`src/hdl/wdvs_pkg.sv`:
```
// Shared constants, register map and schedule carrier for the weld downslope, valve and stepper block.
package wdvs_pkg;
  // Stepper geometry: five steppers of ten steps, fifty table entries.
  localparam int NSTP = 5;
  localparam int NSTEP = 10;
  localparam int NTAB = 50;
  localparam int CW = 14;
  localparam logic [CW-1:0] COUNT_MAX = 14'h270F;
  localparam logic [5:0] LAST_MAX_MULTI = 6'h09;
  localparam logic [5:0] LAST_MAX_SINGLE = 6'h31;
  // Slope count limits and the downslope mode code.
  localparam logic [6:0] SLOPE_MIN = 7'h01;
  localparam logic [6:0] SLOPE_MAX = 7'h63;
  localparam logic [1:0] SLOPE_DOWN = 2'h2;
  localparam int BOTTOM_SHIFT = 2;
  // Stepper mode codes.
  localparam logic [1:0] STEP_OFF = 2'h0;
  localparam logic [1:0] STEP_MULTI = 2'h1;
  localparam logic [1:0] STEP_SINGLE = 2'h2;
  // Register byte addresses.
  localparam logic [7:0] REG_CTRL = 8'h00;
  localparam logic [7:0] REG_TAB_IDX = 8'h04;
  localparam logic [7:0] REG_TAB_DATA = 8'h08;
  localparam logic [7:0] REG_RESET = 8'h0C;
  localparam logic [7:0] REG_STATUS = 8'h10;
  localparam logic [7:0] REG_LAST0 = 8'h20;
  localparam logic [7:0] REG_STATE0 = 8'h40;
  // Field positions of the control, state and status registers.
  localparam int CTRL_MODE_LSB = 0;
  localparam int CTRL_ALARM_EN = 2;
  localparam int CTRL_AUTO = 3;
  localparam int STATE_REM_LSB = 16;
  localparam int STATUS_BUSY = 8;
  // Reset values.
  localparam logic [3:0] CTRL_RESET = 4'h0;
  localparam logic [5:0] LAST_RESET = 6'h00;
  // Schedule data presented by the schedule store.
  typedef struct packed {
    logic [6:0] weld_cyc;
    logic [6:0] pct;
    logic [2:0] valve;
    logic [1:0] slope_mode;
    logic [6:0] slope_cnt;
    logic chained;
    logic [6:0] next_pct;
  } wdvs_sched_type;
endpackage

```
`src/hdl/wdvs_top.sv`:
```
// Weld sequence output logic: downslope, valve decode and weld steppers.
`timescale 1ns/10ps
module wdvs_top
  import wdvs_pkg::*;
(
  input wire logic i_clock,
  input wire logic i_rst_n,
  input wire logic [7:0] i_addr,
  input wire logic [31:0] i_wdata,
  input wire logic i_wr,
  input wire logic i_rd,
  output logic [31:0] o_rdata,
  input wire logic i_pin_program,
  input wire logic i_pin_weld_sw,
  input wire logic i_pin_weld_sel,
  input wire logic [2:0] i_sel_valve,
  input wire logic i_sched_run,
  input wire wdvs_sched_type i_sched,
  input wire logic i_weld_go,
  input wire logic i_final_impulse,
  input wire logic i_tick,
  input wire logic [2:0] i_stepper_sel,
  output logic [2:0] o_valve,
  output logic [2:0] o_lamp,
  output logic o_fire,
  output logic [6:0] o_pct,
  output logic o_weld_done,
  output logic [5:0] o_sched_idx,
  output logic o_alarm
);
  typedef enum logic [1:0] {
    S_IDLE = 2'b00,
    S_WELD = 2'b01,
    S_SLOPE = 2'b10
  } wdvs_state_type;

  // Pin filters: three flops, a change is taken once the last two agree.
  logic [2:0] pin_in, sync1_q, sync2_q, sync3_q, pin_q;
  assign pin_in = {i_pin_weld_sel, i_pin_weld_sw, i_pin_program};

  genvar g;
  generate
    for (g = 0; g < 3; g++) begin : g_sync
      always_ff @(posedge i_clock or negedge i_rst_n) begin
        if (!i_rst_n) begin
          sync1_q[g] <= 1'b0;
          sync2_q[g] <= 1'b0;
          sync3_q[g] <= 1'b0;
          pin_q[g] <= 1'b0;
        end else begin
          sync1_q[g] <= pin_in[g];
          sync2_q[g] <= sync1_q[g];
          sync3_q[g] <= sync2_q[g];
          if (sync2_q[g] == sync3_q[g]) begin
            pin_q[g] <= sync3_q[g];
          end
        end
      end
    end
  endgenerate

  logic prog_s, weld_sw_s, weld_sel_s;
  assign prog_s = pin_q[0];
  assign weld_sw_s = pin_q[1];
  assign weld_sel_s = pin_q[2];

  // Valve drive and lamps; program mode forces all solenoids off.
  logic [2:0] valve_q, lamp_q;
  always_ff @(posedge i_clock or negedge i_rst_n) begin
    if (!i_rst_n) begin
      valve_q <= 3'h0;
      lamp_q <= 3'h0;
    end else if (prog_s) begin
      valve_q <= 3'h0;
      lamp_q <= i_sel_valve;
    end else begin
      valve_q <= i_sched_run ? i_sched.valve : 3'h0;
      lamp_q <= i_sched_run ? i_sched.valve : 3'h0;
    end
  end

  // Weld sequence: weld cycles at full current, then optional downslope.
  wdvs_state_type st_q;
  wdvs_sched_type sch_q;
  logic [6:0] wleft_q, pct_q;
  logic done_q, qual, ramp_start_q;
  logic [6:0] ramp_pct, bottom, slope_cnt;
  logic ramp_busy, ramp_done;

  // A chained successor sets the bottom; otherwise a quarter of the current.
  assign bottom = sch_q.chained ? sch_q.next_pct : (sch_q.pct >> BOTTOM_SHIFT);
  // Out-of-range counts are pulled into the legal window.
  assign slope_cnt = (sch_q.slope_cnt > SLOPE_MAX) ? SLOPE_MAX :
    ((sch_q.slope_cnt < SLOPE_MIN) ? SLOPE_MIN : sch_q.slope_cnt);

  always_ff @(posedge i_clock or negedge i_rst_n) begin
    if (!i_rst_n) begin
      st_q <= S_IDLE;
      sch_q <= '0;
      wleft_q <= 7'h00;
      done_q <= 1'b0;
      ramp_start_q <= 1'b0;
    end else begin
      done_q <= 1'b0;
      ramp_start_q <= 1'b0;
      if (prog_s) begin
        st_q <= S_IDLE; // Program mode aborts firing without counting a weld.
      end else begin
        case (st_q)
          S_IDLE: begin
            if (i_weld_go) begin
              sch_q <= i_sched;
              wleft_q <= i_sched.weld_cyc;
              if (i_sched.weld_cyc == 7'h00) begin
                done_q <= 1'b1;
              end else begin
                st_q <= S_WELD;
              end
            end
          end
          S_WELD: begin
            if (i_tick) begin
              if (wleft_q == 7'h01) begin
                if (sch_q.slope_mode == SLOPE_DOWN && i_final_impulse) begin
                  ramp_start_q <= 1'b1;
                  st_q <= S_SLOPE;
                end else begin
                  done_q <= 1'b1;
                  st_q <= S_IDLE;
                end
              end else begin
                wleft_q <= wleft_q - 7'h01;
              end
            end
          end
          S_SLOPE: begin
            if (ramp_done) begin
              done_q <= 1'b1;
              st_q <= S_IDLE;
            end
          end
          default: st_q <= S_IDLE;
        endcase
      end
    end
  end

  // Qualification reads the switches live in the done cycle, so their state at the done pulse decides whether the weld counts.
  assign qual = done_q && sch_q.weld_cyc != 7'h00 && sch_q.pct != 7'h00 && weld_sw_s && weld_sel_s;

  // Ramp level is used only once the ramp has loaded, so its stale value never reaches the firing drive.
  always_ff @(posedge i_clock or negedge i_rst_n) begin
    if (!i_rst_n) begin
      pct_q <= 7'h00;
    end else begin
      pct_q <= (st_q == S_SLOPE && (ramp_busy || ramp_done)) ? ramp_pct : ((st_q != S_IDLE) ? sch_q.pct : 7'h00);
    end
  end

  wdvs_ramp u_ramp (
    .i_clock(i_clock),
    .i_rst_n(i_rst_n),
    .i_start(ramp_start_q),
    .i_tick(i_tick),
    .i_top_pct(sch_q.pct),
    .i_bottom_pct(bottom),
    .i_count(slope_cnt),
    .o_pct(ramp_pct),
    .o_busy(ramp_busy),
    .o_done(ramp_done)
  );

  // Control registers written by software.
  logic [1:0] mode_q;
  logic alarm_en_q, auto_q;
  logic [5:0] tab_idx_q;
  logic [5:0] last_q [NSTP], last_eff [NSTP];
  logic [CW-1:0] tab_q [NTAB];
  logic [NSTP-1:0] clr;
  logic wr_ctrl, wr_data;

  assign wr_ctrl = i_wr && i_addr == REG_CTRL;
  assign wr_data = i_wr && i_addr == REG_TAB_DATA && tab_idx_q < 6'(NTAB);
  assign clr = (i_wr && i_addr == REG_RESET) ? i_wdata[NSTP-1:0] : '0;

  always_ff @(posedge i_clock or negedge i_rst_n) begin
    if (!i_rst_n) begin
      {auto_q, alarm_en_q, mode_q} <= CTRL_RESET;
      tab_idx_q <= 6'h00;
    end else begin
      if (wr_ctrl) begin
        mode_q <= i_wdata[CTRL_MODE_LSB+:2];
        alarm_en_q <= i_wdata[CTRL_ALARM_EN];
        auto_q <= i_wdata[CTRL_AUTO];
      end
      if (i_wr && i_addr == REG_TAB_IDX) begin
        tab_idx_q <= i_wdata[5:0];
      end
    end
  end

  // Step count table; counts above 9999 saturate.
  always_ff @(posedge i_clock) begin
    if (wr_data) begin
      tab_q[tab_idx_q] <= (i_wdata[CW-1:0] > COUNT_MAX) ? COUNT_MAX : i_wdata[CW-1:0];
    end
  end

  // Per stepper state: step, remaining welds, parked flag and alarm.
  logic [5:0] step_q [NSTP];
  logic [CW-1:0] rem_q [NSTP];
  logic [NSTP-1:0] park_q, alarm_q, hit;

  generate
    for (g = 0; g < NSTP; g++) begin : g_stp
      logic [5:0] base, lim;
      assign base = (mode_q == STEP_SINGLE) ? 6'h00 : 6'(g * NSTEP);
      assign lim = (mode_q == STEP_SINGLE) ? LAST_MAX_SINGLE : LAST_MAX_MULTI;
      assign last_eff[g] = (last_q[g] > lim) ? lim : last_q[g];
      assign hit[g] = qual && mode_q != STEP_OFF && !park_q[g] &&
        ((mode_q == STEP_SINGLE) ? (g == 0) : (i_stepper_sel == 3'(g)));

      always_ff @(posedge i_clock or negedge i_rst_n) begin
        if (!i_rst_n) begin
          last_q[g] <= LAST_RESET;
        end else if (i_wr && i_addr == REG_LAST0 + 8'(4 * g)) begin
          last_q[g] <= i_wdata[5:0];
        end
      end

      always_ff @(posedge i_clock or negedge i_rst_n) begin
        if (!i_rst_n) begin
          step_q[g] <= 6'h00;
          rem_q[g] <= '0;
          park_q[g] <= 1'b0;
        end else if (hit[g]) begin
          if (rem_q[g] <= 14'h0001) begin
            if (step_q[g] >= last_eff[g]) begin
              step_q[g] <= auto_q ? 6'h00 : step_q[g]; // A manual stepper waits on its last step.
              rem_q[g] <= auto_q ? tab_q[base] : '0;
              park_q[g] <= !auto_q;
            end else begin
              step_q[g] <= step_q[g] + 6'h01;
              rem_q[g] <= tab_q[base + step_q[g] + 6'h01];
            end
          end else begin
            rem_q[g] <= rem_q[g] - 14'h0001;
          end
        end else if (clr[g]) begin
          step_q[g] <= 6'h00;
          rem_q[g] <= tab_q[base];
          park_q[g] <= 1'b0;
        end
      end

      // An alarm raised in the clearing cycle survives the clear.
      always_ff @(posedge i_clock or negedge i_rst_n) begin
        if (!i_rst_n) begin
          alarm_q[g] <= 1'b0;
        end else begin
          alarm_q[g] <= (alarm_q[g] && !clr[g]) ||
            (hit[g] && alarm_en_q && rem_q[g] <= 14'h0001 && step_q[g] >= last_eff[g]);
        end
      end
    end
  endgenerate

  // Schedule the store applies while the selected stepper's step is active.
  logic [5:0] idx_q, sel_idx;
  logic [2:0] sel;
  assign sel = (mode_q == STEP_SINGLE || i_stepper_sel >= 3'(NSTP)) ? 3'h0 : i_stepper_sel;
  assign sel_idx = (mode_q == STEP_SINGLE) ? step_q[0] : 6'(sel * NSTEP) + step_q[sel];

  always_ff @(posedge i_clock or negedge i_rst_n) begin
    if (!i_rst_n) begin
      idx_q <= 6'h00;
    end else begin
      idx_q <= (mode_q == STEP_OFF) ? 6'h00 : sel_idx;
    end
  end

  // Read port; unmapped addresses return zero.
  logic [31:0] rdata_q, rmux;
  always_comb begin
    rmux = 32'h0000_0000;
    if (i_addr == REG_CTRL) begin
      rmux = {28'h000_0000, auto_q, alarm_en_q, mode_q};
    end else if (i_addr == REG_TAB_IDX) begin
      rmux = {26'h000_0000, tab_idx_q};
    end else if (i_addr == REG_TAB_DATA) begin
      rmux = (tab_idx_q < 6'(NTAB)) ? {18'h0_0000, tab_q[tab_idx_q]} : 32'h0000_0000;
    end else if (i_addr == REG_STATUS) begin
      rmux = {23'h00_0000, ramp_busy, 3'h0, alarm_q};
    end else begin
      for (int k = 0; k < NSTP; k++) begin
        if (i_addr == REG_LAST0 + 8'(4 * k)) begin
          rmux = {26'h000_0000, last_eff[k]};
        end else if (i_addr == REG_STATE0 + 8'(4 * k)) begin
          rmux = {2'h0, rem_q[k], 9'h000, park_q[k], step_q[k]};
        end
      end
    end
  end

  always_ff @(posedge i_clock or negedge i_rst_n) begin
    if (!i_rst_n) begin
      rdata_q <= 32'h0000_0000;
    end else if (i_rd) begin
      rdata_q <= rmux;
    end
  end

  assign o_rdata = rdata_q;
  assign o_valve = valve_q;
  assign o_lamp = lamp_q;
  assign o_fire = (st_q != S_IDLE);
  assign o_pct = pct_q;
  assign o_weld_done = done_q;
  assign o_sched_idx = idx_q;
  assign o_alarm = |alarm_q;
endmodule

```
`src/hdl/wdvs_ramp.sv`:
```
// Downslope ramp generator: divides the current drop into equal steps and walks it down.
`timescale 1ns/10ps
module wdvs_ramp
  import wdvs_pkg::*;
(
  input wire logic i_clock,
  input wire logic i_rst_n,
  input wire logic i_start,
  input wire logic i_tick,
  input wire logic [6:0] i_top_pct,
  input wire logic [6:0] i_bottom_pct,
  input wire logic [6:0] i_count,
  output logic [6:0] o_pct,
  output logic o_busy,
  output logic o_done
);
  typedef enum logic [1:0] {
    R_IDLE = 2'b00,
    R_DIV = 2'b01,
    R_RUN = 2'b10
  } wdvs_rstate_type;

  wdvs_rstate_type st_q;
  logic [6:0] pct_q, bot_q, cnt_q, rem_q, quo_q, left_q;
  logic done_q;

  // Step size comes from repeated subtraction; at most 128 clocks, far shorter than a slope cycle.
  always_ff @(posedge i_clock or negedge i_rst_n) begin
    if (!i_rst_n) begin
      st_q <= R_IDLE;
      pct_q <= 7'h00;
      bot_q <= 7'h00;
      cnt_q <= 7'h01;
      rem_q <= 7'h00;
      quo_q <= 7'h00;
      left_q <= 7'h00;
      done_q <= 1'b0;
    end else begin
      done_q <= 1'b0;
      case (st_q)
        R_IDLE: begin
          if (i_start) begin
            pct_q <= i_top_pct;
            bot_q <= i_bottom_pct;
            cnt_q <= i_count;
            left_q <= i_count;
            quo_q <= 7'h00;
            // A bottom above the start gives a zero step and a final jump.
            rem_q <= (i_top_pct > i_bottom_pct) ? i_top_pct - i_bottom_pct : 7'h00;
            st_q <= R_DIV;
          end
        end
        R_DIV: begin
          if (rem_q >= cnt_q) begin
            rem_q <= rem_q - cnt_q;
            quo_q <= quo_q + 7'h01;
          end else begin
            st_q <= R_RUN;
          end
        end
        R_RUN: begin
          if (i_tick) begin
            if (left_q == 7'h01) begin
              pct_q <= bot_q; // Rounding never leaves the ramp short of the bottom.
              done_q <= 1'b1;
              st_q <= R_IDLE;
            end else begin
              pct_q <= pct_q - quo_q;
              left_q <= left_q - 7'h01;
            end
          end
        end
        default: st_q <= R_IDLE;
      endcase
    end
  end

  assign o_pct = pct_q;
  assign o_busy = (st_q != R_IDLE);
  assign o_done = done_q;
endmodule

```
`config.mk`:
```
export PLATFORM = sky130hd
export DESIGN_NAME = wdvs_top
export DESIGN_NICKNAME = d
export VERILOG_FILES = /design/src/hdl/wdvs_pkg.sv /design/src/hdl/wdvs_top.sv /design/src/hdl/wdvs_ramp.sv
export SDC_FILE = /design/constraint.sdc
export NUM_CORES = 2
export LEC_CHECK = 0
export BUFFER_PORTS_ARGS = -buffer_cell sky130_fd_sc_hd__buf_2
export CAP_MARGIN = 20
export CORE_MARGIN = 2
export CORE_UTILIZATION = 38
export DETAILED_ROUTE_END_ITERATION = 10
export PLACE_DENSITY = 0.5
export REMOVE_ABC_BUFFERS = 1
export SETUP_SLACK_MARGIN = 0.02
export SYNTH_ARGS = -nofsm -noshare
export SYNTH_HDL_FRONTEND = slang
export SYNTH_SLANG_ARGS = --single-unit
```
`constraint.sdc`:
```
create_clock -name i_clock -period 6.7 [get_ports i_clock]
set_input_delay 0.67 -clock i_clock [delete_from_list [all_inputs] [get_ports i_clock]]
set_output_delay 0.67 -clock i_clock [all_outputs]
set_load 0.03 [all_outputs]
```
; Word-level counts from Yosys, hierarchy flattened
; Memory sizes are Yosys's and may differ from the RTL's.
; Cells that the tools add are included.
[op_classes]
add_sub_neg = 25
mul = 1
magnitude_cmp = 23
eq_ne = 58
mux = 162
bitwise_logic = 2
n_reduce_logical = 103
[ops]
columns = op, n
row1 = two-way mux 32 bit, 12
row2 = two-way mux 14 bit, 27
row3 = two-way mux 6 bit, 32
row4 = two-way mux 7 bit, 19
row5 = "less-or-equal comparator 14 x 1 -> 1 bit, second input constant", 5
row6 = case mux 7 bit (2 select lines), 5
row7 = "subtractor 14 x 1 -> 14 bit, second input constant", 5
row8 = two-way mux 30 bit, 2
row9 = "adder 6 x 1 -> 6 bit, second input constant", 9
row10 = logical AND 1 bit, 47
row11 = two-way mux 1 bit, 42
row12 = "== test 8 x 6 -> 1 bit, second input constant", 5
row13 = "== test 8 x 7 -> 1 bit, second input constant", 5
row14 = AND reduction 3 bit, 13
row15 = >= comparator 6 bit, 5
row16 = greater-than comparator 6 bit, 5
row17 = "inequality test 3 bit, second input constant", 9
row18 = "inequality test 2 x 1 -> 1 bit, second input constant", 12
row19 = two-way mux 2 bit, 11
row20 = nonzero test 2 bit, 11
row21 = subtractor 7 bit, 3
row22 = binary-select mux 6 bit (select 3 bit), 1
row23 = "== test 8 x 4 -> 1 bit, second input constant", 2
row24 = two-way mux 5 bit, 3
row25 = other kinds (42), 84
[word_totals]
register_bits = 300
ramBits = 700
inputBits = 91
out_inout_bits = 54
wordCells = 439
mem_count = 1
[memory_table]
columns = memory, words, word_bits, read_ports, rd_ports_with_merged_regs, write_ports, line
row1 = tab_q, 50, 14, 11, 0, 1, wdvs_top.sv:178  ; logic [CW-1:0] tab_q [NTAB];

; Depth between registers and ports, before layout
[depth]
depth_word = 17
mapped_depth = 20
depth_no_buf = 15

; Hierarchy
; Synthesis repeated with hierarchy kept, for this count alone.
[unflattened]
hier_cells = 5859
hier_area_um2 = 74161.1
[by_module_without_submodules]
columns = mod, n_inst, cells_per_inst, area_each_um2, seq_area_each_um2
row1 = wdvs_top, 1, 5508, 71119.5, 27301.2
row2 = wdvs_ramp, 1, 351, 3041.7, 1127.3

; Worst setup path after synthesis
; OpenSTA, ideal clock, no wires.
[synth_path]
path_type = register -> register
start = reg mode_q[1]
end = reg rem_q[23] (netlist name)
setup_ps = 139
arrival_time_ps = 5105
t_required_ps = 6561
path_slack_ps = 1457
stages_incl_launch_ff = 20
path_buffers = 5
period_less_slack_ps = 5243
cell_sequence = dfrtp_1 -> nand2b_1 -> buf_2 -> clkbuf_1 -> clkbuf_1 -> clkbuf_1 -> ha_1 -> and2_1 -> o21ai_1 -> nand2_1 -> or2_2 -> ha_1 -> nand2b_1 -> a2111oi_0 -> o31ai_1 -> nand2_1 -> clkbuf_1 -> nor2_1 -> o41ai_1 -> nand3_1
[synth_via]
elab_chain_cells = 8
elab_cells_between_ends = 20
cone_classes = add/sub (2) / order compare (2) / eq/ne (1) / mux (9) / reduce/logical (5) / memory (1)
[synth_rtl]
columns = item, line
row1 = from (decl), wdvs_top.sv:174  ; logic [1:0] mode_q;
row2 = from (signal assigned), wdvs_top.sv:192  ; mode_q <= i_wdata[CTRL_MODE_LSB+:2];
row3 = == test 2 bit, "wdvs_top.sv:217, wdvs_top.sv:218, wdvs_top.sv:221"
row4 = two-way mux 5 bit / two-way mux 6 bit (equally long branches), "wdvs_top.sv:217, wdvs_top.sv:218"
row5 = adder 5 x 6 -> 6 bit / greater-than comparator 6 bit (equally long branches), "wdvs_top.sv:244, wdvs_top.sv:219"
row6 = adder 6 x 1 -> 6 bit / two-way mux 6 bit (equally long branches), "wdvs_top.sv:244, wdvs_top.sv:219"
row7 = memory read (50 x 14 bit) / >= comparator 6 bit (equally long branches), -
row8 = two-way mux 14 bit, wdvs_top.sv:238  ; if (step_q[g] >= last_eff[g]) begin
row9 = two-way mux 14 bit, wdvs_top.sv:237  ; if (rem_q[g] <= 14'h0001) begin
row10 = two-way mux 14 bit, wdvs_top.sv:236  ; end else if (hit[g]) begin
row11 = "to (signal, indexed assignment)", wdvs_top.sv:240  ; rem_q[g] <= auto_q ? tab_q[base] : '0;
row12 = "to (signal, indexed assignment)", wdvs_top.sv:244  ; rem_q[g] <= tab_q[base + step_q[g] + 6'h01];
row13 = "to (signal, indexed assignment)", wdvs_top.sv:247  ; rem_q[g] <= rem_q[g] - 14'h0001;
row14 = to (decl), wdvs_top.sv:211  ; logic [CW-1:0] rem_q [NSTP];
; Several ways; a longest one is shown, not always the timed one. The select of a mux whose other input is x is not followed.
; A chain may end at the register's enable or synchronous reset.

; Worst setup path in the final report
[layout_path]
start = reg mode_q[0]
end = reg rem_q[21] (netlist name)
; Same word-level chain as after synthesis.

==> results_dict.tcl <==
set metrics [dict create \
    final_cells 8160 \
    cts_setup_buffers 0 \
    grt_pass1_wl_mm 489 \
    cpPeakStageDelay_ns 0.72 \
    use_met2 0.501 \
    final.period_utilization 0.814 \
    wl_mm 358 \
    path_delay_family "compound AO/OA/AOI/OAI gates" \
    holdBufCountCts 4 \
    initial_core_util 0.382 \
    power_density_nw_per_um2 214 \
    cp-end-kind "register" \
    critPathKind "register to register" \
    rows 161 \
    syn_area_um2 73400 \
    fin_crit_ns 5.45 \
    synth_area_leaders "mux4_2 32%, edfxtp_1 29%, dfrtp_1 10%" \
    area_growth_pct 12.0 \
    path_cells "nand2b_4, inv_2, o2111ai_1, o21ai_1, nand2_1, or2_2, ha_1, nand2b_1, a2111oi_0, o31a_1, nand2b_1, a21oi_1, nor4_1, nor2_1" \
    worstPathMaxFanout 25 \
    status "finished clean" \
    r2r_end "rem_q[21]" \
    yosysSeqAreaShare 0.387 \
    timing.fmax_mhz 183 \
    cp_num_cells 14 \
    path_clk_slew_ns 0.06 \
    yosysWarningCount 0 \
    tns_ns 0 \
    synth_cell_types 108 \
    hpwlAfterDp_mm 240 \
    cts_inserted_buffers 120 \
    grt_max_degree 139 \
    finalHoldViolCount 0 \
    crit_required_ns 7.44 \
    met3_usage 0.121 \
    rsz0062_at_grt "false" \
    reg2reg_from "mode_q[0]" \
    core_area_um2 192000 \
    synth_edf_count 700 \
    h-tree-depth 3 \
    fp.dieH_um 444 \
    synthFlopType "edfxtp_1" \
    worstSetupStartpointType "register" \
    cp.arrival_ns 6.19 \
    antenna_found_initial 19 \
    final_antenna_net_count 0 \
    clock-sinks 996 \
    power.leakage_uw 0.0279 \
    via_per_inst 7.45 \
    cts_resized 0 \
    clk_latency_ns 0.85 \
    dr.pass1.iters 7 \
    dieArea_um2 197000 \
    worstMarginPinSlew_ns 1.25 \
    ff2ff_setup_slack_ns 1.25 \
    drt-initial-drc-count 11025 \
    gp_congestion 1.07 \
    hp-start "i_sel_valve[2]" \
    ys_async_sr_fraction 0.297 \
    cp_slowest_cell "a21oi_1" \
    die_w_um 444 \
    fin_skew_ns 0.0943 \
    worstRegToRegCells 14 \
    ios 145 \
    cts-root-buf "clkbuf_16" \
    relSlewSlack 0.161 \
    fin_ws_ns 1.25 \
    grt_util_met1 0.462 \
    syn_inst 5499 \
    final_nets 5705 \
    synth.most_common_cell "mux4_2" \
    setup_viol 0 \
    drive_gt1_frac 0.331 \
    dr_total_vias 60793 \
    drc 0 \
    clk_path_buf_depth 3 \
    hold_class "primary input to register" \
    grt_overflow 0 \
    cap_viol_max_count 0 \
    pre_cts_ws_ns 1.41 \
    wl_per_cell_um 43.8 \
    numPortBuffers 122 \
    hold_ws_ns 0.0755 \
    post_synth.cell_area_avg_um2 13.4 \
    grt.total_usage 0.359 \
    grt-busiest-layer "met2" \
    tritoncts "built" \
    min_path_cells 2 \
    ys_ff_latch 996 \
    cp-startpoint "mode_q[0]" \
    synth_commonest_cells "1044 x mux4_2, 700 x edfxtp_1, 352 x nand2_1" \
    slew_viol_final 0 \
    worst_ir_drop_vdd_v 0.000222 \
    dp_cells 7902 \
    crit_buf_inv 1 \
    grt_pass1_vias 57637 \
    synth_top_area_frac 0.320 \
    yosys.area.top_type "mux4_2" \
    endpoint "rem_q[21]" \
    crit_top_cell "nand2b_1" \
]
[per-stage QoR]
stage / utilization / total power, µW / area (µm²)
floorplan: - / 9420 / 71400
global placement: 0.405 / 10700 / 77800
detailed placement: 0.405 / 10700 / 77900
CTS: 0.427 / 17600 / 82000
global route: 0.428 / 18100 / 82200
finish: 0.428 / 17600 / 82300
[layer usage]
metal  vias up  part of all wire
met5         -           0.00057
met4        18             0.090
met3      1111              0.13
met2      5210              0.42
met1     31293              0.36
li1      23161                 -
[power breakdown]
| part | leakage [µW] | switching [µW] | internal, µW | total, µW |
|---|---|---|---|---|
| sequential | 0.0102 | 210 | 6780 | 6990 |
| clock | 0.00198 | 2940 | 3960 | 6900 |
| combinational | 0.0157 | 2350 | 1390 | 3730 |
[worst register-to-register path, cell delays in order, from the launching register on]
cell	delay, ns
dfrtp_1	0.53
nand2b_4	0.32
inv_2	0.52
o2111ai_1	0.18
o21ai_1	0.19
nand2_1	0.16
or2_2	0.33
ha_1	0.28
nand2b_1	0.14
a2111oi_0	0.63
o31a_1	0.49
nand2b_1	0.62
a21oi_1	0.73
nor4_1	0.18
nor2_1	0.12
[flip-flops by register name, indices dropped and copies added (netlist names), 3 cells and up]
name,flops
o_rdata,28
step_q,30
park_q,5
tab_idx_q,6
sync3_q,3
rem_q,70
sync1_q,3
wleft_q,7
u_ramp.left_q,7
o_lamp,3
sync2_q,3
o_sched_idx,6
tab_q,700
last_q,30
u_ramp.bot_q,7
sch_q,31
u_ramp.quo_q,7
o_pct,7
u_ramp.rem_q,7
u_ramp.cnt_q,7
o_valve,3
alarm_q,5
u_ramp.o_pct,7
[worst min-delay path by stage]
stage                             to  slack, ns
final                      o_lamp[2]       0.08
after detailed placement  sync2_q[2]       0.34
after global placement    sync2_q[2]       0.34
after floorplan           sync2_q[0]       0.33
after CTS                  o_lamp[2]       0.01
after global routing       o_lamp[0]       0.05
[placed cells by master, fill, tap and decap left out, drive strengths merged, types with 69 or more instances in the layout]
cell,netlist,layout
nand3,114,114
o21ai,254,254
mux2i,158,158
clkbuf,279,153
mux4,1044,1044
a221oi,83,83
inv,82,87
a22oi,211,211
edfxtp,700,700
a31oi,69,69
nor3,71,71
buf,202,365
a21oi,252,252
nor2,315,315
mux2,108,108
dfrtp,295,295
ha,95,95
nand2,352,352
[final cells by class]
cell class	count	area [µm²]
fill	17522	110000
multi-input combinational	3942	43200
sequential	996	28500
clock buffer	152	3240
tap	2526	3160
timing repair buffer	370	3000
clock inverter	76	828
inverter	83	312
antenna	15	37.5
[cell families after synthesis]
kind of cell / share of synthesized area
buf+inv: 0.0324
other cells: 0.0000511
xor+xnor: 0.00797
mux: 0.358
compound gates: 0.121
simple gates: 0.0749
fa+ha+maj: 0.0182
flops: 0.387
Power figures use the tool's default switching activity.
